===== src/logic/isam_pkg.sv =====
// package: constants and types for the input allocation mux
package isam_pkg;
	localparam int NUM_TERM    = 6;
	localparam int NUM_FUNC    = 9;
	localparam int SYNC_STAGES = 2;
	localparam logic [3:0] SEL_SUPPLY     = 4'h0;
	localparam logic [3:0] SEL_TERM_LAST  = 4'h6;
	localparam logic [3:0] SEL_ALWAYS_ON  = 4'h7;
	localparam logic [3:0] SEL_ALWAYS_OFF = 4'h8;
	localparam logic [3:0] SEL_INV_BASE   = 4'h9;
	localparam logic [3:0] SEL_INV_OFFSET = 4'h9;
	// probe latches: terminals 10..12 are selector 4..6
	localparam logic [3:0] SEL_PROBE_FIRST = 4'h4;
	// digit positions within a 16-bit parameter
	localparam int DIG_0 = 0;
	localparam int DIG_1 = 4;
	localparam int DIG_2 = 8;
	localparam int DIG_3 = 12;
	// function index
	localparam int F_FOT   = 0;
	localparam int F_ROT   = 1;
	localparam int F_FTL   = 2;
	localparam int F_RTL   = 3;
	localparam int F_PRB1  = 4;
	localparam int F_PRB2  = 5;
	localparam int F_HOME  = 6;
	localparam int F_DBA   = 7;
	localparam int F_FORCED_STOP  = 8;
	// active-low-named functions (/ prefix)
	localparam logic [8:0] ACT_LOW_MASK = 9'h0fc;
	// edge-processed functions (probe latches)
	localparam logic [8:0] EDGE_MASK    = 9'h030;
	localparam logic [8:0] FUNC_RST     = 9'h000;
	localparam logic [5:0] TERM_RST     = 6'h00;

	typedef struct packed {
		logic [15:0] alloc_a;
		logic [15:0] alloc_b;
		logic [15:0] alloc_c;
		logic [15:0] dyn_brake;
		logic [15:0] stop;
	} isam_cfg_s;

	typedef struct packed {
		logic forced_stop;
		logic dyn_brake_answer;
		logic home_switch;
		logic probe_latch_2;
		logic probe_latch_1;
		logic reverse_ext_torque_limit;
		logic forward_ext_torque_limit;
		logic reverse_overtravel;
		logic forward_overtravel;
	} isam_func_s;
endpackage : isam_pkg


===== src/logic/isam_sync.sv =====
// two-stage synchroniser bank for connector contacts
`timescale 1ns/10ps
module isam_sync #(
	parameter int WIDTH  = 6,
	parameter int STAGES = 2
) (
	// clock and reset
	input  wire logic             clk,
	input  wire logic             rst_b,
	// contacts
	input  wire logic [WIDTH-1:0] d,
	output logic      [WIDTH-1:0] q
);
	typedef struct packed {
		logic [STAGES-1:0][WIDTH-1:0] stg;
	} isam_sync_st_s;

	isam_sync_st_s st_r;
	isam_sync_st_s st_nxt;

	if (STAGES < 2) begin : g_bad_stages
		$error("isam_sync needs two stages");
	end
	if (WIDTH < 1) begin : g_bad_width
		$error("isam_sync needs at least one contact");
	end

	always_comb begin
		st_nxt = st_r;
		st_nxt.stg[0] = d;
		for (int i = 1; i < STAGES; i++) begin
			st_nxt.stg[i] = st_r.stg[i-1];
		end
	end

	always_ff @(posedge clk) begin
		if (!rst_b) begin
			st_r <= '0;
		end else begin
			st_r <= st_nxt;
		end
	end

	assign q = st_r.stg[STAGES-1];
endmodule : isam_sync


===== src/logic/isam_route.sv =====
// one function's terminal and polarity selection
`timescale 1ns/10ps
module isam_route #(
	parameter logic ACT_LOW = 1'b0,
	parameter logic EDGE    = 1'b0,
	parameter logic PROBE   = 1'b0
) (
	// selector
	input  wire logic [3:0] sel,
	// synchronised closed state per terminal, bit 0 = terminal 7
	input  wire logic [5:0] closed,
	// result
	output logic            active
);
	logic [3:0] idx;
	logic       inv;
	logic       c;

	always_comb begin
		inv = sel >= isam_pkg::SEL_INV_BASE;
		idx = inv ? 4'(sel - isam_pkg::SEL_INV_OFFSET) : sel;
		c = 1'b0;
		// selector 0 / 9: supply terminal, contact always closed
		if (idx == isam_pkg::SEL_SUPPLY) begin
			c = 1'b1;
		end else if (idx <= isam_pkg::SEL_TERM_LAST) begin
			c = closed[3'(idx - 4'h1)];
		end
		active = (ACT_LOW ^ inv) ? c : ~c;
		if (PROBE && (idx < isam_pkg::SEL_PROBE_FIRST)) begin
			active = 1'b0;
		end
		if (sel == isam_pkg::SEL_ALWAYS_ON) begin
			active = ~EDGE;
		end else if (sel == isam_pkg::SEL_ALWAYS_OFF) begin
			active = 1'b0;
		end
	end
endmodule : isam_route


===== src/logic/isam_top.sv =====
// input signal allocation mux: connector terminals to drive functions
`timescale 1ns/10ps
// Operation
// - selector 1..6 terminals 7..12, 0 supply
// - slash functions active on closed contact
// - plain functions active on open contact
// - selectors 9..F same terminals, inverted polarity
// - selector 7 always active, edge ones inactive
// - selector 8 always inactive
// - one terminal may feed several functions, each read on its own
// - probe latches only on terminals 10..12
// - overtravel selectors in params a and b
// - torque limit selectors in param b
// - home, probes, brake answer, stop digits
module isam_top (
	// clock and reset
	input  wire logic                    CLK,
	input  wire logic                    RST_B,
	// connector contacts, bit 0 = terminal 7, 1 = closed
	input  wire logic [5:0]              TERM_CLOSED,
	// allocation parameters
	input  wire isam_pkg::isam_cfg_s     CFG,
	// drive functions, 1 = asserted
	output isam_pkg::isam_func_s         FUNC
);
	typedef struct packed {
		logic [8:0] func;
	} isam_st_s;

	isam_st_s   st_r;
	isam_st_s   st_nxt;
	logic [5:0] term_sync;
	logic [8:0][3:0] sel;
	logic [8:0] act;

	// routing cells are built for six terminals and nine functions
	if (isam_pkg::NUM_TERM != 6) begin : g_bad_term
		$error("isam_top serves six terminals only");
	end
	if (isam_pkg::NUM_FUNC != 9) begin : g_bad_func
		$error("isam_top serves nine functions only");
	end
	if (isam_pkg::SYNC_STAGES < 2) begin : g_bad_sync
		$error("isam_top needs two synchroniser stages");
	end

	isam_sync #(
		.WIDTH  (isam_pkg::NUM_TERM),
		.STAGES (isam_pkg::SYNC_STAGES)
	) u_sync (
		.clk   (CLK),
		.rst_b (RST_B),
		.d     (TERM_CLOSED),
		.q     (term_sync)
	);

	function automatic logic [3:0] digit(input logic [15:0] p,
		input int pos);
		digit = p[pos +: 4];
	endfunction : digit

	always_comb begin
		sel = '0;
		sel[isam_pkg::F_FOT]  = digit(CFG.alloc_a, isam_pkg::DIG_3);
		sel[isam_pkg::F_ROT]  = digit(CFG.alloc_b, isam_pkg::DIG_0);
		sel[isam_pkg::F_FTL]  = digit(CFG.alloc_b, isam_pkg::DIG_2);
		sel[isam_pkg::F_RTL]  = digit(CFG.alloc_b, isam_pkg::DIG_3);
		sel[isam_pkg::F_PRB1] = digit(CFG.alloc_c, isam_pkg::DIG_1);
		sel[isam_pkg::F_PRB2] = digit(CFG.alloc_c, isam_pkg::DIG_2);
		sel[isam_pkg::F_HOME] = digit(CFG.alloc_c, isam_pkg::DIG_0);
		sel[isam_pkg::F_DBA]  = digit(CFG.dyn_brake, isam_pkg::DIG_1);
		sel[isam_pkg::F_FORCED_STOP] = digit(CFG.stop, isam_pkg::DIG_0);
	end

	// every function reads the same synchronised terminal state
	generate
		for (genvar g = 0; g < isam_pkg::NUM_FUNC; g++) begin : g_fn
			isam_route #(
				.ACT_LOW (isam_pkg::ACT_LOW_MASK[g]),
				.EDGE    (isam_pkg::EDGE_MASK[g]),
				.PROBE   (isam_pkg::EDGE_MASK[g])
			) u_route (
				.sel    (sel[g]),
				.closed (term_sync),
				.active (act[g])
			);
		end
	endgenerate

	always_comb begin
		st_nxt = st_r;
		st_nxt.func = act;
	end

	always_ff @(posedge CLK) begin
		if (!RST_B) begin
			st_r.func <= isam_pkg::FUNC_RST;
		end else begin
			st_r <= st_nxt;
		end
	end

	assign FUNC = isam_pkg::isam_func_s'(st_r.func);

	a_fixed_on: assert property (@(posedge CLK) disable iff (!RST_B)
		sel[isam_pkg::F_FOT] == isam_pkg::SEL_ALWAYS_ON
		|=> FUNC.forward_overtravel)
		else $error("selector 7 did not assert function");
	a_edge_on: assert property (@(posedge CLK) disable iff (!RST_B)
		sel[isam_pkg::F_PRB1] == isam_pkg::SEL_ALWAYS_ON
		|=> !FUNC.probe_latch_1)
		else $error("edge function asserted by selector 7");
	a_fixed_off: assert property (@(posedge CLK) disable iff (!RST_B)
		sel[isam_pkg::F_HOME] == isam_pkg::SEL_ALWAYS_OFF
		|=> !FUNC.home_switch)
		else $error("selector 8 left function asserted");
	a_supply_ot: assert property (@(posedge CLK) disable iff (!RST_B)
		sel[isam_pkg::F_ROT] == isam_pkg::SEL_SUPPLY
		|=> !FUNC.reverse_overtravel)
		else $error("overtravel on supply terminal asserted");
	a_closed_tl: assert property (@(posedge CLK) disable iff (!RST_B)
		sel[isam_pkg::F_FTL] == 4'h1 && $stable(sel[isam_pkg::F_FTL])
		&& TERM_CLOSED[0] ##1 TERM_CLOSED[0] ##1 TERM_CLOSED[0]
		##0 sel[isam_pkg::F_FTL] == 4'h1
		|=> FUNC.forward_ext_torque_limit)
		else $error("slash function not active on closed contact");
	a_open_ot: assert property (@(posedge CLK) disable iff (!RST_B)
		sel[isam_pkg::F_FOT] == 4'h2 && !TERM_CLOSED[1]
		##1 !TERM_CLOSED[1] ##1 !TERM_CLOSED[1]
		##0 sel[isam_pkg::F_FOT] == 4'h2
		|=> FUNC.forward_overtravel)
		else $error("plain function not active on open contact");
	a_inv_tl: assert property (@(posedge CLK) disable iff (!RST_B)
		sel[isam_pkg::F_RTL] == 4'h9 |=> !FUNC.reverse_ext_torque_limit)
		else $error("inverted supply selection asserted");
	a_probe_low: assert property (@(posedge CLK) disable iff (!RST_B)
		sel[isam_pkg::F_PRB2] inside {4'h0, 4'h1, 4'h2, 4'h3}
		|=> !FUNC.probe_latch_2)
		else $error("probe latch took illegal terminal");
	a_sync_lag: assert property (@(posedge CLK) disable iff (!RST_B)
		$rose(term_sync[2]) |-> $past(TERM_CLOSED[2], 2))
		else $error("terminal sync lag wrong");

	// selector 8 parks every function inactive
	a_off_fot: assert property (@(posedge CLK) disable iff (!RST_B)
		sel[isam_pkg::F_FOT] == isam_pkg::SEL_ALWAYS_OFF
		|=> !FUNC.forward_overtravel)
		else $error("selector 8 left forward overtravel asserted");
	a_off_rot: assert property (@(posedge CLK) disable iff (!RST_B)
		sel[isam_pkg::F_ROT] == isam_pkg::SEL_ALWAYS_OFF
		|=> !FUNC.reverse_overtravel)
		else $error("selector 8 left reverse overtravel asserted");
	a_off_ftl: assert property (@(posedge CLK) disable iff (!RST_B)
		sel[isam_pkg::F_FTL] == isam_pkg::SEL_ALWAYS_OFF
		|=> !FUNC.forward_ext_torque_limit)
		else $error("selector 8 left forward torque limit asserted");
	a_off_rtl: assert property (@(posedge CLK) disable iff (!RST_B)
		sel[isam_pkg::F_RTL] == isam_pkg::SEL_ALWAYS_OFF
		|=> !FUNC.reverse_ext_torque_limit)
		else $error("selector 8 left reverse torque limit asserted");
	a_off_prb1: assert property (@(posedge CLK) disable iff (!RST_B)
		sel[isam_pkg::F_PRB1] == isam_pkg::SEL_ALWAYS_OFF
		|=> !FUNC.probe_latch_1)
		else $error("selector 8 left probe 1 asserted");
	a_off_prb2: assert property (@(posedge CLK) disable iff (!RST_B)
		sel[isam_pkg::F_PRB2] == isam_pkg::SEL_ALWAYS_OFF
		|=> !FUNC.probe_latch_2)
		else $error("selector 8 left probe 2 asserted");
	a_off_dba: assert property (@(posedge CLK) disable iff (!RST_B)
		sel[isam_pkg::F_DBA] == isam_pkg::SEL_ALWAYS_OFF
		|=> !FUNC.dyn_brake_answer)
		else $error("selector 8 left brake answer asserted");
	a_off_forced_stop: assert property (@(posedge CLK) disable iff (!RST_B)
		sel[isam_pkg::F_FORCED_STOP] == isam_pkg::SEL_ALWAYS_OFF
		|=> !FUNC.forced_stop)
		else $error("selector 8 left forced stop asserted");

	// selector 7 holds level functions on, edge functions off
	a_on_rot: assert property (@(posedge CLK) disable iff (!RST_B)
		sel[isam_pkg::F_ROT] == isam_pkg::SEL_ALWAYS_ON
		|=> FUNC.reverse_overtravel)
		else $error("selector 7 did not assert reverse overtravel");
	a_on_ftl: assert property (@(posedge CLK) disable iff (!RST_B)
		sel[isam_pkg::F_FTL] == isam_pkg::SEL_ALWAYS_ON
		|=> FUNC.forward_ext_torque_limit)
		else $error("selector 7 did not assert forward torque limit");
	a_on_rtl: assert property (@(posedge CLK) disable iff (!RST_B)
		sel[isam_pkg::F_RTL] == isam_pkg::SEL_ALWAYS_ON
		|=> FUNC.reverse_ext_torque_limit)
		else $error("selector 7 did not assert reverse torque limit");
	a_on_home: assert property (@(posedge CLK) disable iff (!RST_B)
		sel[isam_pkg::F_HOME] == isam_pkg::SEL_ALWAYS_ON
		|=> FUNC.home_switch)
		else $error("selector 7 did not assert home switch");
	a_on_dba: assert property (@(posedge CLK) disable iff (!RST_B)
		sel[isam_pkg::F_DBA] == isam_pkg::SEL_ALWAYS_ON
		|=> FUNC.dyn_brake_answer)
		else $error("selector 7 did not assert brake answer");
	a_on_forced_stop: assert property (@(posedge CLK) disable iff (!RST_B)
		sel[isam_pkg::F_FORCED_STOP] == isam_pkg::SEL_ALWAYS_ON
		|=> FUNC.forced_stop)
		else $error("selector 7 did not assert forced stop");
	a_edge_prb2: assert property (@(posedge CLK) disable iff (!RST_B)
		sel[isam_pkg::F_PRB2] == isam_pkg::SEL_ALWAYS_ON
		|=> !FUNC.probe_latch_2)
		else $error("edge function probe 2 asserted by selector 7");

	// supply terminal reads as a closed contact
	a_sup_fot: assert property (@(posedge CLK) disable iff (!RST_B)
		sel[isam_pkg::F_FOT] == isam_pkg::SEL_SUPPLY
		|=> !FUNC.forward_overtravel)
		else $error("forward overtravel on supply terminal asserted");
	a_sup_ftl: assert property (@(posedge CLK) disable iff (!RST_B)
		sel[isam_pkg::F_FTL] == isam_pkg::SEL_SUPPLY
		|=> FUNC.forward_ext_torque_limit)
		else $error("forward torque limit on supply terminal inactive");
	a_sup_rtl: assert property (@(posedge CLK) disable iff (!RST_B)
		sel[isam_pkg::F_RTL] == isam_pkg::SEL_SUPPLY
		|=> FUNC.reverse_ext_torque_limit)
		else $error("reverse torque limit on supply terminal inactive");
	a_sup_prb1: assert property (@(posedge CLK) disable iff (!RST_B)
		sel[isam_pkg::F_PRB1] == isam_pkg::SEL_SUPPLY
		|=> !FUNC.probe_latch_1)
		else $error("probe 1 took the supply terminal");
	a_sup_prb2: assert property (@(posedge CLK) disable iff (!RST_B)
		sel[isam_pkg::F_PRB2] == isam_pkg::SEL_SUPPLY
		|=> !FUNC.probe_latch_2)
		else $error("probe 2 took the supply terminal");
	a_sup_home: assert property (@(posedge CLK) disable iff (!RST_B)
		sel[isam_pkg::F_HOME] == isam_pkg::SEL_SUPPLY
		|=> FUNC.home_switch)
		else $error("home switch on supply terminal inactive");
	a_sup_dba: assert property (@(posedge CLK) disable iff (!RST_B)
		sel[isam_pkg::F_DBA] == isam_pkg::SEL_SUPPLY
		|=> FUNC.dyn_brake_answer)
		else $error("brake answer on supply terminal inactive");
	a_sup_forced_stop: assert property (@(posedge CLK) disable iff (!RST_B)
		sel[isam_pkg::F_FORCED_STOP] == isam_pkg::SEL_SUPPLY
		|=> !FUNC.forced_stop)
		else $error("forced stop on supply terminal asserted");

	// selector 9 is the supply terminal with inverted polarity
	a_inv_fot: assert property (@(posedge CLK) disable iff (!RST_B)
		sel[isam_pkg::F_FOT] == isam_pkg::SEL_INV_BASE
		|=> FUNC.forward_overtravel)
		else $error("inverted supply left forward overtravel inactive");
	a_inv_rot: assert property (@(posedge CLK) disable iff (!RST_B)
		sel[isam_pkg::F_ROT] == isam_pkg::SEL_INV_BASE
		|=> FUNC.reverse_overtravel)
		else $error("inverted supply left reverse overtravel inactive");
	a_inv_ftl: assert property (@(posedge CLK) disable iff (!RST_B)
		sel[isam_pkg::F_FTL] == isam_pkg::SEL_INV_BASE
		|=> !FUNC.forward_ext_torque_limit)
		else $error("inverted supply asserted forward torque limit");
	a_inv_prb1: assert property (@(posedge CLK) disable iff (!RST_B)
		sel[isam_pkg::F_PRB1] == isam_pkg::SEL_INV_BASE
		|=> !FUNC.probe_latch_1)
		else $error("probe 1 took the inverted supply terminal");
	a_inv_prb2: assert property (@(posedge CLK) disable iff (!RST_B)
		sel[isam_pkg::F_PRB2] == isam_pkg::SEL_INV_BASE
		|=> !FUNC.probe_latch_2)
		else $error("probe 2 took the inverted supply terminal");
	a_inv_home: assert property (@(posedge CLK) disable iff (!RST_B)
		sel[isam_pkg::F_HOME] == isam_pkg::SEL_INV_BASE
		|=> !FUNC.home_switch)
		else $error("inverted supply asserted home switch");
	a_inv_dba: assert property (@(posedge CLK) disable iff (!RST_B)
		sel[isam_pkg::F_DBA] == isam_pkg::SEL_INV_BASE
		|=> !FUNC.dyn_brake_answer)
		else $error("inverted supply asserted brake answer");
	a_inv_forced_stop: assert property (@(posedge CLK) disable iff (!RST_B)
		sel[isam_pkg::F_FORCED_STOP] == isam_pkg::SEL_INV_BASE
		|=> FUNC.forced_stop)
		else $error("inverted supply left forced stop inactive");

	// probe latches refuse terminals below 10 in either polarity
	a_prb1_low: assert property (@(posedge CLK) disable iff (!RST_B)
		sel[isam_pkg::F_PRB1] inside {4'h0, 4'h1, 4'h2, 4'h3}
		|=> !FUNC.probe_latch_1)
		else $error("probe latch 1 took illegal terminal");
	a_prb1_inv: assert property (@(posedge CLK) disable iff (!RST_B)
		sel[isam_pkg::F_PRB1] inside {4'h9, 4'ha, 4'hb, 4'hc}
		|=> !FUNC.probe_latch_1)
		else $error("probe latch 1 took illegal inverted terminal");
	a_prb2_inv: assert property (@(posedge CLK) disable iff (!RST_B)
		sel[isam_pkg::F_PRB2] inside {4'h9, 4'ha, 4'hb, 4'hc}
		|=> !FUNC.probe_latch_2)
		else $error("probe latch 2 took illegal inverted terminal");

	// reset clears outputs and the synchroniser
	a_rst_func: assert property (@(posedge CLK)
		!RST_B
		|=> FUNC == isam_pkg::isam_func_s'(isam_pkg::FUNC_RST))
		else $error("functions not cleared by reset");
	a_rst_sync: assert property (@(posedge CLK)
		!RST_B
		|=> term_sync == isam_pkg::TERM_RST)
		else $error("synchroniser not cleared by reset");

	// level functions of one polarity sharing one selector answer alike
	a_share_tl: assert property (@(posedge CLK) disable iff (!RST_B)
		sel[isam_pkg::F_FTL] == sel[isam_pkg::F_RTL]
		|=> FUNC.forward_ext_torque_limit
		== FUNC.reverse_ext_torque_limit)
		else $error("shared terminal split the torque limits");
	a_share_ot: assert property (@(posedge CLK) disable iff (!RST_B)
		sel[isam_pkg::F_FOT] == sel[isam_pkg::F_ROT]
		|=> FUNC.forward_overtravel
		== FUNC.reverse_overtravel)
		else $error("shared terminal split the overtravel inputs");
	a_share_stp: assert property (@(posedge CLK) disable iff (!RST_B)
		sel[isam_pkg::F_FOT] == sel[isam_pkg::F_FORCED_STOP]
		|=> FUNC.forward_overtravel
		== FUNC.forced_stop)
		else $error("shared terminal split overtravel and stop");
	a_share_hdb: assert property (@(posedge CLK) disable iff (!RST_B)
		sel[isam_pkg::F_HOME] == sel[isam_pkg::F_DBA]
		|=> FUNC.home_switch
		== FUNC.dyn_brake_answer)
		else $error("shared terminal split home and brake answer");

	c_ot_open: cover property (@(posedge CLK) disable iff (!RST_B)
		FUNC.forward_overtravel && !FUNC.reverse_overtravel);
	c_shared: cover property (@(posedge CLK) disable iff (!RST_B)
		sel[isam_pkg::F_FTL] == sel[isam_pkg::F_RTL]
		&& FUNC.forward_ext_torque_limit);
	c_probe: cover property (@(posedge CLK) disable iff (!RST_B)
		$rose(FUNC.probe_latch_1));
	c_inv_ot: cover property (@(posedge CLK) disable iff (!RST_B)
		sel[isam_pkg::F_FOT] >= isam_pkg::SEL_INV_BASE
		&& FUNC.forward_overtravel);
	c_probe2: cover property (@(posedge CLK) disable iff (!RST_B)
		$rose(FUNC.probe_latch_2));
endmodule : isam_top


===== config.mk =====
export PLATFORM = sky130hd
export DESIGN_NAME = isam_top
export DESIGN_NICKNAME = d
export VERILOG_FILES = /design/src/logic/isam_pkg.sv /design/src/logic/isam_sync.sv /design/src/logic/isam_route.sv /design/src/logic/isam_top.sv
export SDC_FILE = /design/constraint.sdc
export NUM_CORES = 1
export LEC_CHECK = 0
export BUFFER_PORTS_ARGS = -buffer_cell sky130_fd_sc_hd__buf_2
export CELL_PAD_IN_SITES_DETAIL_PLACEMENT = 2
export CELL_PAD_IN_SITES_GLOBAL_PLACEMENT = 2
export CORE_MARGIN = 2
export CORE_UTILIZATION = 33
export DETAILED_ROUTE_END_ITERATION = 10
export GPL_TIMING_DRIVEN = 0
export PLACE_DENSITY = 0.95
export SLEW_MARGIN = 20
export SYNTH_ARGS = -nofsm -noshare
export SYNTH_HDL_FRONTEND = slang
export SYNTH_HIERARCHICAL = 1
export SYNTH_SLANG_ARGS = --single-unit

===== constraint.sdc =====
create_clock -name CLK -period 4.9 [get_ports CLK]
set_input_delay 0.49 -clock CLK [delete_from_list [all_inputs] [get_ports CLK]]
set_output_delay 0.49 -clock CLK [all_outputs]
set_load 0.03 [all_outputs]

==> results of run 1 <==
[final cells by class]
| cell class | count | area (sq um) |
|---|---|---|
| repair buffers | 52 | 260 |
| well taps | 172 | 215 |
| multi-input cells | 456 | 3600 |
| plain buffers | 11 | 48.8 |
| clock buffers | 4 | 78.8 |
| fillers | 1465 | 7740 |
| flip-flops and latches | 21 | 420 |
| inverters | 26 | 97.6 |
[worst min-delay path by stage]
| stage | to | slack, ns |
|---|---|---|
| finish | u_sync/q[4] | 0.45 |
| global route | u_sync/q[4] | 0.46 |
| CTS | u_sync/q[4] | 0.44 |
| global placement | u_sync/q[4] | 0.42 |
| floorplan | u_sync/q[4] | 0.41 |
| detailed placement | u_sync/q[4] | 0.43 |
[cell usage in the layout (no fill, tap or decap), drive strengths merged, types with 5 or more instances in the layout]
master,count
a211oi,15
a21boi,9
a21oi,18
a221o,8
a31oi,9
and2,21
and3,7
buf,53
clkbuf,14
dfxtp,21
ha,45
inv,26
mux2,5
mux2i,17
mux4,9
nand2,30
nand2b,25
nand3,14
nor2,41
nor2b,35
nor3,11
nor3b,6
o211ai,12
o21a,8
o21ai,30
o41a,7
or2b,5
or3b,7
xnor2,5
[per-layer routing]
metal,global-route usage,wire length [um],vias to the layer above,part of all wire
met4,0.0714,406,0,0.028
met3,0.0202,378,31,0.026
met2,0.404,7510,89,0.52
met1,0.247,6030,2082,0.42
li1,-,-,2044,-
met5,0,0,-,0
[flip-flops by register name, summed over array words and instances (netlist names)]
name / flops
u_sync/st_nxt: 6
FUNC: 9
u_sync/q: 6
[kinds of logic (layout without fill, tap and decap cells)]
family,after synthesis,count (layout),synth area share
and+or+nand+nor,222,222,0.318
DFF,21,21,0.101
buffers and inverters,37,93,0.0351
xor gates and xnor gates,5,5,0.0105
muxes,31,31,0.106
AOI/OAI and AO/OA,153,153,0.295
adders and majority gates,45,45,0.135
[report_power, final]
group / leakage, nW / internal [mW] / switching [mW]
combinational: 1.74 / 0.191 / 0.257
clock: 0.0382 / 0.111 / 0.0713
sequential: 0.174 / 0.184 / 0.0107
==> qor.yml, run 1 <==
run_status:
  status: "complete, no violations"
synthesis:
  synth_area_sq_mm: 0.00417
  synth_warnings: 6
  yosysTopAreaCell: "ha_1"
  synthTopCellsByCount: "ha_1, nor2_1, nor2b_1, nand2_1, o21ai_0"
  synth-edff-count: 0
  synth.avg_cell_area_sq_um: 8.11
  syn_nets: 647
  async_reset_ff_frac: 0
  syn-instance-count: 514
  synth_area_leaders: "ha_1, dfxtp_1, nor2b_1, mux2i_1, nand2b_1"
  synth_seq_cells: 21
  synth-seq-area-share: 0.101
  yosysMostFrequentCell: "ha_1"
  synth.distinct_cells: 54
  ys.flop_type: "dfxtp_1"
  synth_top_area_frac: 0.135
drt:
  dr.pass1.iters: 4
  drc: 0
  via_count: 4246
  wl_mm: 14.3
  via_per_inst: 5.72
  wire_per_inst_um: 19.3
  ant_nets: 0
  drt-initial-drc-count: 158
setup_path:
  r2r_cells: 7
  end_kind: "register"
  regToRegSetupSlack_ns: 2.59
  r2r_end: "FUNC[6]"
  cp-startpoint: "CFG[60]"
  worst_path_max_delay_cell: "or3b_1"
  critPathBufInv: 2
  critPathMaxFanout: 10
  crit_path_max_incr_delay_ns: 0.47
  required_ns: 5.05
  crit_arrival_ns: 3.99
  crit_type: "in -> reg"
  crit_family: "simple AND/OR/NAND/NOR gates"
  cp_num_cells: 14
  cp-endpoint: "FUNC[3]"
  crit_chain: "buf_2 -> inv_1 -> ha_1 -> or3b_1 -> and3_4 -> nor2_1 -> ha_1 -> nand2b_1 -> and4_1 -> a2111oi_0 -> a31oi_1 -> a211oi_1 -> a211oi_1 -> and2_1"
  start_kind: "input pin"
  reg2reg_from: "u_sync/q[5]"
global_route:
  grt_overflow: 0
  grt_max_degree: 14
  grt.total_usage: 0.213
  antenna_found_initial: 0
  grt_pass1_vias: 4667
  grt_first_pass_wirelength_mm: 23.4
cells_and_area:
  final_util: 0.379
  antenna_cells: 0
  layout.nets: 704
  layout-drive-gt1-share: 0.191
  area_delta_synth_final_pct: 13.3
  final_area_sq_mm: 0.00472
  final_cells: 742
clock_network:
  cts_tree: "yes"
  cts-resized-gates: 0
  hold_buffers: 0
  cts_buffers: 3
  path_clk_slew_ns: 0.06
  clockBufferDepth: 2
  clock_sinks: 21
  clockRootBuffer: "clkbuf_16"
  worst_skew_pair.late_latency_ns: 0.26
  h-tree-depth: 1
  postCtsSetupRepairBufs: 0
timing:
  fin_crit_sh: 0.785
  fin_skew_ns: 0.00312
  hold_violations: 0
  setup_viol: 0
  setup_slack_ns: 1.05
  fmax_mhz: 260
  rsz0062_at_grt: "false"
  finalSetupTns_ns: 0
  maxSlewHeadroom: 0.643
  maxSlewViolCount: 0
  tightest_slew_ns: 0.521
  final.min_clock_period_ns: 3.85
  whs_ns: 0.451
floorplan:
  rows: 41
  io_pins: 97
  die_w_um: 116
  die_h_um: 116
  start_util: 0.334
  die-area_sq_mm: 0.0135
  core_area_sq_mm: 0.0125
worst_hold_path:
  hold_path_class: "reg -> reg"
  min_from: "u_sync/st_nxt[10]"
  min_path_cells: 1
place:
  place_area_sq_mm: 0.00464
  gp_congestion: 0.889
  dp_hpwl_mm: 11.6
  place_inst: 738
  dp_slack_ns: 0.849
  portBuffers: 52
power_and_ir_drop:
  p_leak_nw: 1.95
  power-per-cell-area_mw_per_mm2: 175
  vdd_drop_max_mv: 0.110
  power_mw: 0.825
job:
  max_cap_viol_count: 0
No activity file was read; power rests on OpenSTA's default activity.
==> run 2: changes to the inputs <==
- CORE_UTILIZATION: 33 -> 29
- PLACE_DENSITY: 0.95 -> 0.89
- clock period: 4.9 -> 3.49 ns (I/O delays scaled with it)
==> run 2 against run 1 <==
Against the previous run: critical path type unchanged; clock skew down 0.0014 ns; combinational power up 45%; first-iteration DRC count up 3.2%; critical endpoint unchanged; setup slack worse by 0.95 ns; via count about the same; utilization down 2.8 points; sequential power up 41%; global-route usage down 3.3 points; die area up 13%.
==> qor.yml, run 2 (synthesis results as in run 1) <==
timing:
  hold_violations: 0  # unchanged
  maxSlewHeadroom: 0.570  # -0.0738
  fmax_mhz: 296
  fin_skew_ns: 0.00168  # -0.00144 ns
  tightest_slew_ns: 0.637  # +0.115 ns
  maxSlewViolCount: 0  # unchanged
  fin_crit_sh: 0.970
  whs_ns: 0.315  # -0.135 ns
  setup_viol: 0  # unchanged
  finalSetupTns_ns: 0  # unchanged
  final.min_clock_period_ns: 3.38
setup_path:
  crit_type: "in -> reg"
  cp-startpoint: "CFG[61]"
  critPathMaxFanout: 6  # -4
  critPathBufInv: 2  # unchanged
  crit_family: "simple AND/OR/NAND/NOR gates"
  reg2reg_from: "u_sync/q[5]"
  crit_chain: "buf_2 -> inv_1 -> ha_1 -> or3b_4 -> a21oi_4 -> nor2_4 -> ha_1 -> nand2b_1 -> and4_1 -> a211oi_1 -> o21ai_0 -> a221o_1 -> a211oi_1 -> and2_1"
  required_ns: 3.69  # -1.36 ns
  start_kind: "input pin"
  end_kind: "register"
  worst_path_max_delay_cell: "or3b_4"
  crit_arrival_ns: 3.59  # -0.40 ns
  crit_path_max_incr_delay_ns: 0.44  # -0.03 ns
power_and_ir_drop:
  p_seq_frac: 0.230  # -0.006
  p_switching_mw: 0.496  # +46%
  p_int_mw: 0.694  # +43%
  p_leak_nw: 1.97  # +0.94%
  vdd_drop_max_mv: 0.158  # +45%
  clkPwrFrac: 0.224  # +0.003
  swShare: 0.417  # +0.00597
  power-per-cell-area_mw_per_mm2: 243  # +39%
  pwr-share-comb: 0.546  # +0.003
cells_and_area:
  antenna_cells: 0  # unchanged
  largest_register_ffs: 9  # unchanged
  multi_input_area_sq_mm: 0.00376  # +4.3%
  mostFrequentLayoutCells: "buf_2, ha_1, nor2_1"
  area_delta_synth_final_pct: 17.4
  fillers: 1591  # +8.6%
  ff_latch_area_sq_um: 420  # unchanged
  layout.nets: 704  # unchanged
  layout-drive-gt1-share: 0.235  # +0.0439
  final_common_cell: "buf_2"
clock_network:
  clock_sinks: 21  # unchanged
  hold_buffers: 0  # unchanged
  h-tree-depth: 1  # unchanged
  path_clk_slew_ns: 0.07  # about the same
  clockBufferDepth: 2  # unchanged
  cts_tree: "yes"
  worst_skew_pair.late_latency_ns: 0.27  # about the same
  clockRootBuffer: "clkbuf_16"
  cts_buffers: 3  # unchanged
  postCtsSetupRepairBufs: 0  # unchanged
global_route:
  antenna_found_initial: 0  # unchanged
  grt_max_degree: 14  # unchanged
  grt.total_usage: 0.180  # -0.0325
  grt_first_pass_wirelength_mm: 22.6  # -3.6%
  grt_overflow: 0  # unchanged
  grt_pass1_vias: 4664  # -0.064%
floorplan:
  start_util: 0.299  # -0.0352
  core_area_sq_mm: 0.0139  # +12%
  io_pins: 97  # unchanged
  rows: 43  # +4.9%
  die_h_um: 124  # +6.4%
  die-area_sq_mm: 0.0153  # +13%
  die_w_um: 124  # +6.4%
run_status:
  status: "complete, no violations"
worst_hold_path:
  hold_path_class: "in -> reg"
  min_from: "TERM_CLOSED[2]"
drt:
  ant_nets: 0  # unchanged
  via_per_inst: 5.67  # -0.97%
  dr.pass1.iters: 6  # +2
  wire_per_inst_um: 18.8  # -2.4%
  drc: 0  # unchanged
  drt-initial-drc-count: 163  # +3.2%
  wl_mm: 14.1  # -1.4%
  via_count: 4250  # +0.094%
place:
  gp_congestion: 0.869  # -2.2%
  dp_hpwl_mm: 10.9  # -6.0%
  portBuffers: 52  # unchanged
job:
  max_cap_viol_count: 0  # unchanged
run 2: cell count changes in the layout (fill, tap and decap cells not counted), moves of 4 or more:
cell / previous run / this run
a211oi_1: 15 / 11
ha_1: 45 / 41
a211oi_2: 0 / 4
a2111oi_0: 4 / 0
nor2_1: 41 / 37
run 2: worst reg2reg max path, delay by kind of cell (launching register included):
kind / cells / cell delay, ns
AOI/OAI and AO/OA: 4 / 0.88
and+or+nand+nor: 3 / 0.67
DFF: 1 / 0.59
run 2: final timing paths:
check        depth (start not counted)  slack [ns]          endpoint
min reg2reg                          1        0.45       u_sync/q[2]
max                                 14        0.11           FUNC[3]
min                                  2        0.32  u_sync/st_nxt[8]
max reg2reg                          7        1.29           FUNC[3]
run 2: layout make-up:
class	instances	share of cell area
Clock inverter	1	0.00153
Clock buffer	3	0.0153
Sequential cell	21	0.0859
Timing Repair Buffer	52	0.0532
Inverter	26	0.0199
Multi-Input combinational cell	456	0.768
Buffer	11	0.00997
Tap cell	180	0.0460
run 2: what timing repair did:
item | in CTS | in global routing
endpoints found under the setup margin | 4 | 7
gates resized for setup | 10 | 25
gates cloned | 0 | 0
pin swaps | 0 | 0
run 2: through the flow:
stage                     power (mW)  setup WS, ns  instance area (sq um)   util  cells
after floorplan                0.708         0.349                   4170      -    514
after global placement         0.842        -0.164                   4650  0.334    746
after detailed placement       0.891        -0.428                   4650  0.334    746
after CTS                       1.17        0.0188                   4760  0.342    750
after global routing            1.27        -0.103                   4890  0.351    750
final                           1.19         0.106                   4890  0.351    750
run 2: metal layers:
metal  up-vias  part of all wire  global-route usage
li1       2039                 -                   -
met1      2144              0.42               0.205
met2        53              0.54               0.362
met3        14             0.019              0.0160
met4         0             0.014              0.0327
met5         -                 0                   0
run 2: power by group through the flow:
stage / registers [mW] / clock network (mW) / logic, mW
after floorplan: 0.295 / 0 / 0.413
after global placement: 0.278 / 0 / 0.564
after detailed placement: 0.279 / 0 / 0.612
after CTS: 0.273 / 0.275 / 0.623
after global routing: 0.276 / 0.280 / 0.716
final: 0.273 / 0.267 / 0.650
